===== config.mk =====
export PLATFORM = sky130hd
export DESIGN_NAME = mba_addr_gen_flat
export DESIGN_NICKNAME = d
export VERILOG_FILES = /design/src/core/mba_pkg.sv /design/src/core/mba_agu_if.sv /design/src/core/mba_addr_gen.sv /design/src/flat_wrapper.sv
export VERILOG_INCLUDE_DIRS = /design/src /design/src/core
export SDC_FILE = /design/constraint.sdc
export NUM_CORES = 1
export LEC_CHECK = 0
export ABC_AREA = 1
export BUFFER_PORTS_ARGS = -buffer_cell sky130_fd_sc_hd__buf_4
export CAP_MARGIN = 5
export CELL_PAD_IN_SITES_DETAIL_PLACEMENT = 0
export CELL_PAD_IN_SITES_GLOBAL_PLACEMENT = 2
export CORE_ASPECT_RATIO = 1.4
export CORE_MARGIN = 3
export CORE_UTILIZATION = 32
export DETAILED_ROUTE_END_ITERATION = 10
export PLACE_DENSITY = 0.95
export REMOVE_ABC_BUFFERS = 1
export SETUP_SLACK_MARGIN = 0.2
export SKIP_CTS_REPAIR_TIMING = 1
export SLEW_MARGIN = 20
export SYNTH_ARGS = -nofsm -noshare
export SYNTH_HDL_FRONTEND = slang
export SYNTH_SLANG_ARGS = --single-unit

===== constraint.sdc =====
create_clock -name mclk_i -period 3.37 [get_ports mclk_i]
set_clock_uncertainty 0.15 [all_clocks]
set_input_delay 0.1685 -clock mclk_i [delete_from_list [all_inputs] [get_ports mclk_i]]
set_output_delay 0.1685 -clock mclk_i [all_outputs]
set_load 0.01 [all_outputs]

===== src/core/mba_consts.svh =====
// Constants for the modulo and reversed-carry address generator
`ifndef MBA_CONSTS_SVH
`define MBA_CONSTS_SVH

// Address and pointer widths
`define MBA_ADDR_W        16
`define MBA_SEL_W         4

// Reversed-carry control register layout and reset value
`define MBA_RC_EN_BIT     15
`define MBA_RC_PIVOT_MSB  14
`define MBA_RC_PIVOT_LSB  0
`define MBA_RC_RESET      16'h0000

// Pointer registers that serve the stack
`define MBA_SEL_FRAME     4'he
`define MBA_SEL_STACK     4'hf

// Word alignment mask for reversed-carry addresses
`define MBA_WORD_MASK     16'hfffe
`define MBA_ONE           16'h0001

`endif


===== src/core/mba_pkg.sv =====
// Types shared by both ends of the address generator link
package mba_pkg;

  // Indirect addressing forms
  typedef enum logic [1:0] {
    MBA_PLAIN,
    MBA_POST,
    MBA_PRE,
    MBA_OFFSET
  } mba_mode_t;

endpackage : mba_pkg


===== src/core/mba_agu_if.sv =====
// Link between core execution and the address generator
`timescale 1ns/100ps
`default_nettype none

interface mba_agu_if;
  // Request from execution
  logic                  req;
  logic                  x_space;
  logic                  write;
  logic                  byte_acc;
  mba_pkg::mba_mode_t    mode;
  logic [3:0]            ptr_sel;
  logic [15:0]           ptr;
  logic [15:0]           modv;
  // Control register access
  logic                  ctl_wr;
  logic [15:0]           ctl_wdata;
  logic [15:0]           ctl_rdata;
  // Addressing mode configuration
  logic                  xmod_en;
  logic                  ymod_en;
  logic [3:0]            xmod_sel;
  logic [3:0]            ymod_sel;
  logic [3:0]            rc_sel;
  logic [15:0]           xstart;
  logic [15:0]           xend;
  logic [15:0]           ystart;
  logic [15:0]           yend;
  // Answer
  logic                  ans_valid;
  logic [15:0]           ea;
  logic                  wb_valid;
  logic [3:0]            wb_sel;
  logic [15:0]           wb;

  modport dev (
    input  req, x_space, write, byte_acc, mode, ptr_sel, ptr, modv,
    input  ctl_wr, ctl_wdata,
    input  xmod_en, ymod_en, xmod_sel, ymod_sel, rc_sel,
    input  xstart, xend, ystart, yend,
    output ctl_rdata, ans_valid, ea, wb_valid, wb_sel, wb
  );

  modport core (
    output req, x_space, write, byte_acc, mode, ptr_sel, ptr, modv,
    output ctl_wr, ctl_wdata,
    output xmod_en, ymod_en, xmod_sel, ymod_sel, rc_sel,
    output xstart, xend, ystart, yend,
    input  ctl_rdata, ans_valid, ea, wb_valid, wb_sel, wb
  );
endinterface : mba_agu_if

`default_nettype wire


===== src/core/mba_addr_gen.sv =====
// Address generator end: circular wrap and reversed-carry correction
`timescale 1ns/100ps
`default_nettype none
`include "mba_consts.svh"

// How it works
// - One circular buffer each in X, Y
// - Core end disables wrapping on frame/stack pointers
// - Non-power-of-two circular buffers run one direction only
// - Power-of-two buffers check both boundaries
// - Boundary test catches overshoot, not only equality
// - Write back only for pre/post modify
// - Offset form wraps address, pointer untouched
// - Reversed carry: X writes only
// - Only the carry direction is reversed, not the operands
// - Needs select not 15, enable, pre/post increment
// - Software aligns reversed-carry buffer start
// - Fifteen-bit pivot field supplies modifier
// - Word data: pivot scaled, address bit0 cleared
// - Otherwise ordinary unreversed address generated
// - Pointer plus pivot, increment offset ignored
// - Reversed carry beats wrap in X writes
// - No read via pointer right after control write
module mba_addr_gen (
  input  wire logic        mclk_i,
  input  wire logic        rst_n_i,
  mba_agu_if.dev           agu,
  output logic             rc_used_o,
  output logic             wrapped_o,
  output logic [15:0]      ctl_o
);

  // Bit order reversal of a full address word
  // Pure wiring, so the reversed adder costs one add
  function automatic logic [15:0] mba_rev16(input logic [15:0] v);
    logic [15:0] r;
    r = 16'h0000;
    for (int i = 0; i < 16; i++)
      r[i] = v[15 - i];
    return r;
  endfunction : mba_rev16

  // Carry travels from the top bit downwards
  // Mirror, add, mirror back; no special adder needed
  function automatic logic [15:0] mba_rc_add(input logic [15:0] a, input logic [15:0] b);
    logic [15:0] s;
    s = 16'(mba_rev16(a) + mba_rev16(b));
    return mba_rev16(s);
  endfunction : mba_rc_add

  // Reversed-carry control word
  logic [15:0] ctl;

  // Control register fields
  wire        rc_en = ctl[`MBA_RC_EN_BIT];
  wire [14:0] pivot = ctl[`MBA_RC_PIVOT_MSB:`MBA_RC_PIVOT_LSB];

  // Addressing form decode
  wire is_plain  = (agu.mode == mba_pkg::MBA_PLAIN);
  wire is_step   = (agu.mode == mba_pkg::MBA_POST) || (agu.mode == mba_pkg::MBA_PRE);
  wire is_post   = (agu.mode == mba_pkg::MBA_POST);
  // Direction follows the modifier's sign bit
  wire is_inc    = !agu.modv[15];

  wire rc_cond   = (agu.rc_sel != `MBA_SEL_STACK) && rc_en && is_step && is_inc;
  wire rc_path   = agu.x_space && agu.write;
  // Only the designated pointer is ever reversed
  // byte writes fall back to normal
  wire rc_active = rc_cond && rc_path && !agu.byte_acc && (agu.ptr_sel == agu.rc_sel);

  wire [15:0] rc_step = {pivot, 1'b0};
  wire [15:0] rc_sum  = mba_rc_add(agu.ptr, rc_step) & `MBA_WORD_MASK;

  // Sum wraps at 16 bits like the address space
  // Ordinary sum; plain indirect uses the pointer as is
  wire [15:0] raw     = is_plain ? agu.ptr : 16'(agu.ptr + agu.modv);

  // Stack pointers arrive here already disabled
  // one buffer per space, selected by pointer
  wire x_match = agu.xmod_en && (agu.ptr_sel == agu.xmod_sel);
  wire y_match = agu.ymod_en && (agu.ptr_sel == agu.ymod_sel);
  // X reads keep wrapping; reads never reverse
  // wrap off in X writes when reversed carry runs
  wire mod_on  = !is_plain && (agu.x_space ? (x_match && !rc_active) : y_match);

  // Buffer limits of the addressed space
  // Each space keeps its own limit pair
  // End below start gives garbage; software's duty
  wire [15:0] b_start = agu.x_space ? agu.xstart : agu.ystart;
  wire [15:0] b_end   = agu.x_space ? agu.xend : agu.yend;
  wire [15:0] b_len   = 16'(b_end - b_start + `MBA_ONE);
  wire        pow2    = ((b_len & 16'(b_len - `MBA_ONE)) == 16'h0000);

  // one direction unless length is a power of two
  wire chk_up = is_inc || pow2;
  wire chk_dn = !is_inc || pow2;

  // Jumps past the end by less than one length still land inside
  // compare beyond boundary, not just equal
  wire over   = chk_up && (raw > b_end);
  wire under  = chk_dn && (raw < b_start);

  // One length per step: a jump over a whole buffer stays out
  // length taken off or added back
  wire [15:0] wrapped = over ? 16'(raw - b_len) : (under ? 16'(raw + b_len) : raw);
  wire        did_wrap = mod_on && (over || under);

  // Pointer value after modification
  wire [15:0] new_ptr = rc_active ? rc_sum : (mod_on ? wrapped : raw);

  // old pointer also loses its low bit when reversed
  // Keeps post-modify writes word aligned like the pre form
  wire [15:0] post_ea = rc_active ? (agu.ptr & `MBA_WORD_MASK) : agu.ptr;

  // Post-modify addresses with the old pointer
  wire [15:0] next_ea = is_post ? post_ea : new_ptr;

  // write back only on pre/post modify
  // offset form leaves the pointer alone
  wire next_wb_valid = agu.req && is_step;

  // Status pulses only for a request actually taken
  wire next_rc_used = agu.req && rc_active;
  wire next_wrapped = agu.req && did_wrap;

  // Mirror shows a write on the same edge as the register
  wire [15:0] next_ctl = agu.ctl_wr ? agu.ctl_wdata : ctl;

  // Control register; reads return the stored word
  always_ff @(posedge mclk_i or negedge rst_n_i)
  begin
    if (!rst_n_i)
      ctl <= `MBA_RC_RESET;
    else if (agu.ctl_wr)
      ctl <= agu.ctl_wdata;
  end

  // Read path is the register itself, no extra delay
  assign agu.ctl_rdata = ctl;

  // Answer strobes, one cycle after the request
  always_ff @(posedge mclk_i or negedge rst_n_i)
  begin
    if (!rst_n_i)
    begin
      agu.ans_valid <= 1'b0;
      agu.wb_valid  <= 1'b0;
    end
    else
    begin
      agu.ans_valid <= agu.req;
      agu.wb_valid  <= next_wb_valid;
    end
  end

  // Address words; loaded every cycle, read only with a strobe
  always_ff @(posedge mclk_i or negedge rst_n_i)
  begin
    if (!rst_n_i)
    begin
      agu.ea     <= 16'h0000;
      agu.wb_sel <= 4'h0;
      agu.wb     <= 16'h0000;
    end
    else
    begin
      agu.ea     <= next_ea;
      agu.wb_sel <= agu.ptr_sel;
      agu.wb     <= new_ptr;
    end
  end

  // Status pulses seen by the surrounding logic
  always_ff @(posedge mclk_i or negedge rst_n_i)
  begin
    if (!rst_n_i)
    begin
      rc_used_o <= 1'b0;
      wrapped_o <= 1'b0;
    end
    else
    begin
      rc_used_o <= next_rc_used;
      wrapped_o <= next_wrapped;
    end
  end

  // Control word mirror for the surrounding logic
  always_ff @(posedge mclk_i or negedge rst_n_i)
  begin
    if (!rst_n_i)
      ctl_o <= `MBA_RC_RESET;
    else
      ctl_o <= next_ctl;
  end

endmodule : mba_addr_gen

`default_nettype wire


===== src/flat_wrapper.sv =====
// flat-port wrapper written by rule: the top's interface ports become plain ports
module mba_addr_gen_flat 
  (mclk_i, rst_n_i, rc_used_o, wrapped_o, ctl_o, agu_req, agu_x_space, agu_write, agu_byte_acc, agu_mode, agu_ptr_sel, agu_ptr, agu_modv, agu_ctl_wr, agu_ctl_wdata, agu_xmod_en, agu_ymod_en, agu_xmod_sel, agu_ymod_sel, agu_rc_sel, agu_xstart, agu_xend, agu_ystart, agu_yend, agu_ctl_rdata, agu_ans_valid, agu_ea, agu_wb_valid, agu_wb_sel, agu_wb);
  mba_agu_if agu_i ();
  input  wire logic mclk_i;
  input  wire logic rst_n_i;
  output logic rc_used_o;
  output logic wrapped_o;
  output logic [15:0] ctl_o;
  input wire logic [$bits(agu_i.req)-1:0] agu_req;
  input wire logic [$bits(agu_i.x_space)-1:0] agu_x_space;
  input wire logic [$bits(agu_i.write)-1:0] agu_write;
  input wire logic [$bits(agu_i.byte_acc)-1:0] agu_byte_acc;
  input wire logic [$bits(agu_i.mode)-1:0] agu_mode;
  input wire logic [$bits(agu_i.ptr_sel)-1:0] agu_ptr_sel;
  input wire logic [$bits(agu_i.ptr)-1:0] agu_ptr;
  input wire logic [$bits(agu_i.modv)-1:0] agu_modv;
  input wire logic [$bits(agu_i.ctl_wr)-1:0] agu_ctl_wr;
  input wire logic [$bits(agu_i.ctl_wdata)-1:0] agu_ctl_wdata;
  input wire logic [$bits(agu_i.xmod_en)-1:0] agu_xmod_en;
  input wire logic [$bits(agu_i.ymod_en)-1:0] agu_ymod_en;
  input wire logic [$bits(agu_i.xmod_sel)-1:0] agu_xmod_sel;
  input wire logic [$bits(agu_i.ymod_sel)-1:0] agu_ymod_sel;
  input wire logic [$bits(agu_i.rc_sel)-1:0] agu_rc_sel;
  input wire logic [$bits(agu_i.xstart)-1:0] agu_xstart;
  input wire logic [$bits(agu_i.xend)-1:0] agu_xend;
  input wire logic [$bits(agu_i.ystart)-1:0] agu_ystart;
  input wire logic [$bits(agu_i.yend)-1:0] agu_yend;
  output wire logic [$bits(agu_i.ctl_rdata)-1:0] agu_ctl_rdata;
  output wire logic [$bits(agu_i.ans_valid)-1:0] agu_ans_valid;
  output wire logic [$bits(agu_i.ea)-1:0] agu_ea;
  output wire logic [$bits(agu_i.wb_valid)-1:0] agu_wb_valid;
  output wire logic [$bits(agu_i.wb_sel)-1:0] agu_wb_sel;
  output wire logic [$bits(agu_i.wb)-1:0] agu_wb;
  assign agu_i.req = agu_req;
  assign agu_i.x_space = agu_x_space;
  assign agu_i.write = agu_write;
  assign agu_i.byte_acc = agu_byte_acc;
  assign agu_i.mode = agu_mode;
  assign agu_i.ptr_sel = agu_ptr_sel;
  assign agu_i.ptr = agu_ptr;
  assign agu_i.modv = agu_modv;
  assign agu_i.ctl_wr = agu_ctl_wr;
  assign agu_i.ctl_wdata = agu_ctl_wdata;
  assign agu_i.xmod_en = agu_xmod_en;
  assign agu_i.ymod_en = agu_ymod_en;
  assign agu_i.xmod_sel = agu_xmod_sel;
  assign agu_i.ymod_sel = agu_ymod_sel;
  assign agu_i.rc_sel = agu_rc_sel;
  assign agu_i.xstart = agu_xstart;
  assign agu_i.xend = agu_xend;
  assign agu_i.ystart = agu_ystart;
  assign agu_i.yend = agu_yend;
  assign agu_ctl_rdata = agu_i.ctl_rdata;
  assign agu_ans_valid = agu_i.ans_valid;
  assign agu_ea = agu_i.ea;
  assign agu_wb_valid = agu_i.wb_valid;
  assign agu_wb_sel = agu_i.wb_sel;
  assign agu_wb = agu_i.wb;
  mba_addr_gen u_core (.mclk_i(mclk_i), .rst_n_i(rst_n_i), .agu(agu_i), .rc_used_o(rc_used_o), .wrapped_o(wrapped_o), .ctl_o(ctl_o));
endmodule

==> flow_summary.yaml <==
clocking:
  path_clk_slew_ns: 0.08
  clockRootBuffer: "clkbuf_16"
  cts.sinks: 56
  clk_path_buf_depth: 2
  clkLatencyLatePin_ns: 0.31
  cts_buffers: 5
  htree_levels: 2
  cts_tree: "yes"
synthesis:
  async_flop_share: 1.00
  syn_area_sq_mm: 0.00866
  synth_seq_cells: 56
  synth_edf_count: 0
  synth_flop_cell: "dfrtp_1"
  ys_seq_area_frac: 0.162
  syn-mean-instance-area_sq_um: 6.74
  syn_inst: 1285
  synth_top_area_cell: "ha_1"
  ys_top_cells_by_area: "ha_1 17%, dfrtp_1 16%, nand2_1 13%"
  yosys_warnings: 0
  yosysTopAreaCellShare: 0.175
  ys_types: 51
place:
  dp_slack_ns: -1.36
  post-place-cells: 2073
  hpwl_um: 25500
  placed_area_sq_mm: 0.0124
  gp_congestion: 0.871
  port_buffers: 210
grt:
  grt_pass1_wl_um: 46200
  antenna_found_initial: 0
  grt_pass1_vias: 9470
  grt_usage: 0.190
  grt_max_degree: 57
  overflow: 0
setup_path:
  worst_path_max_delay_cell: "fa_2"
  critPathBufInv: 9
  worstPathRequired_ns: 3.43
  reg2reg_depth: 15
  critPathMaxFanout: 4
  worstSetupEndpointType: "flop"
  critPathKind: "in -> reg"
  r2r-start: "u_core.ctl_o[14]"
  r2r_setup_slack_ns: 0.75
  path_delay_family: "simple AND/OR/NAND/NOR gates"
  crit_path_start_kind: "input port"
  arrival_ns: 4.05
  timing.rr.end: "u_core.agu.ea[1]"
  slowest_delay_ns: 0.36
outcome:
  violations: "setup timing"
  status: "finished with violations"
sta:
  setup-violations-final: 33
  slew_headroom: 0.471
  fin_crit_ns: 3.99
  hold_violations: 0
  fin_crit_sh: 1.18
  rsz0062_at_grt: "true"
  slew_viol_final: 0
  max_freq_mhz: 250
  tightest_slew_ns: 0.786
  tns_ns: -16.70
  setup_slack_ns: -0.623
drt:
  dr_total_vias: 9939
  drt_first_pass_iters: 5
  drcViolationCount: 0
  drt-initial-drc-count: 281
  routedWlPerCell_um: 14.5
  vias_per_cell: 4.67
  antenna_left: 0
  wl_um: 30900
run:
  cap_violations: 0
final_layout:
  synthToLayoutAreaGrowth_pct: 61.0
  n_antenna_cell: 0
  mostFrequentLayoutCell: "buf_4"
  finalNetCount: 2033
  drive_gt1_frac: 0.451
  final_cell_mix: "478 x buf_4, 285 x nand2_1, 153 x inv_1"
  design_area_sq_mm: 0.0139
  instances_no_fill: 2129
  nFillCells: 2595
  finish.utilization: 0.529
hold_path:
  whs_path_depth: 4
  hold_end: "u_core.agu.ea[5]"
  hold_start: "agu_ptr[5]"
  hold_class: "in -> reg"
floorplanning:
  dieWidth_um: 145
  dieArea_sq_mm: 0.0291
  core_area_sq_mm: 0.0264
  pin_count: 211
  dieHeight_um: 201
  rows: 70
  initial_core_util: 0.328
power_and_ir_drop:
  max-vdd-ir-drop_uv: 205
  p_leak_uw: 0.00730
  power_density_mw_per_mm2: 462
sequential cells by signal, indices dropped and copies added, names as in the netlist:
register              flops
u_core.agu.wb_valid       1
u_core.agu.wb_sel         4
u_core.wrapped_o          1
u_core.agu.wb            16
u_core.rc_used_o          1
u_core.ctl_o             16
u_core.agu.ea            16
u_core.agu.ans_valid      1
tightest hold or removal path, cell delays in order:
cell     delay, ns
buf_4         0.09
buf_4         0.11
nand2_1       0.04
nand2_1       0.05
worst max-delay path by stage:
stage	start	to	cells past startpoint
6_report	agu_x_space	u_core.agu.wb[14]	32
3_5_place_dp	agu_x_space	u_core.agu.ea[15]	31
4_1_cts	agu_x_space	u_core.agu.ea[15]	31
3_3_place_gp	agu_x_space	u_core.agu.ea[15]	31
2_1_floorplan	agu_x_space	u_core.agu.ea[14]	32
5_1_grt	agu_x_space	u_core.agu.ea[14]	33
synth_stat cells (3+ instances only):
cell type  instances
clkbuf_8           5
nand2_4            5
nand2_1          305
a31oi_1            6
xnor2_1            9
ha_1             121
buf_6              3
xor2_1            31
a21oi_1           98
nor3_1             8
buf_4             17
nor2_1            64
or2_2             26
o21ai_1            6
mux2_2            15
o21ai_0           65
clkbuf_1          17
nand3_1           91
nor2_2             5
nand3b_1           6
nand3_2           24
o211ai_1           5
dfrtp_1           56
nand4_1           14
nor4_1             6
inv_2              8
mux2i_1           14
and2_1             3
inv_1            170
nand2_2           48
o2111ai_1          4
fa_1               5
final cells by class:
class	instances	area, sq um	area share
clock buffers	5	125	0.00898
clock inverters	3	27.5	0.00198
inverters	180	694	0.0498
multi-input cells	1006	7210	0.518
flip-flops and latches	56	1400	0.101
well taps	360	450	0.0323
repair buffers	519	4030	0.289
cell families (layout without fill, tap and decap cells):
| logic type | count (synthesis) | count (layout) | share of synthesized area |
|---|---|---|---|
| compound gates | 202 | 202 | 0.129 |
| xor+xnor | 40 | 40 | 0.0405 |
| fa+ha+maj | 126 | 126 | 0.186 |
| buf+inv | 225 | 707 | 0.114 |
| flops | 56 | 56 | 0.162 |
| mux | 29 | 29 | 0.0357 |
| simple gates | 607 | 609 | 0.332 |
layer usage:
metal  GRT usage  vias to the layer above  share of wire
li1            -                     5171              -
met1       0.214                     4498           0.39
met2       0.378                      226           0.55
met3      0.0140                       44          0.031
met4      0.0533                        0          0.030
met5           0                        -              0
through the flow:
| stage | total power (uW) | hold WS (ns) |
|---|---|---|
| 2_1_floorplan | 3090 | -0.277 |
| 3_3_place_gp | 4990 | 0.122 |
| 6_report | 6440 | 0.0278 |
| 4_1_cts | 5600 | -0.200 |
| 3_5_place_dp | 5030 | 0.134 |
| 5_1_grt | 6980 | 0.0392 |
power by group:
| group | internal (uW) | total [uW] | leakage, uW | switching [uW] |
|---|---|---|---|---|
| Combinational | 2460 | 5070 | 0.00657 | 2610 |
| Sequential | 761 | 813 | 0.000662 | 52.2 |
| Clock | 283 | 556 | 0.0000719 | 273 |
Power figures use the tool's default switching activity.
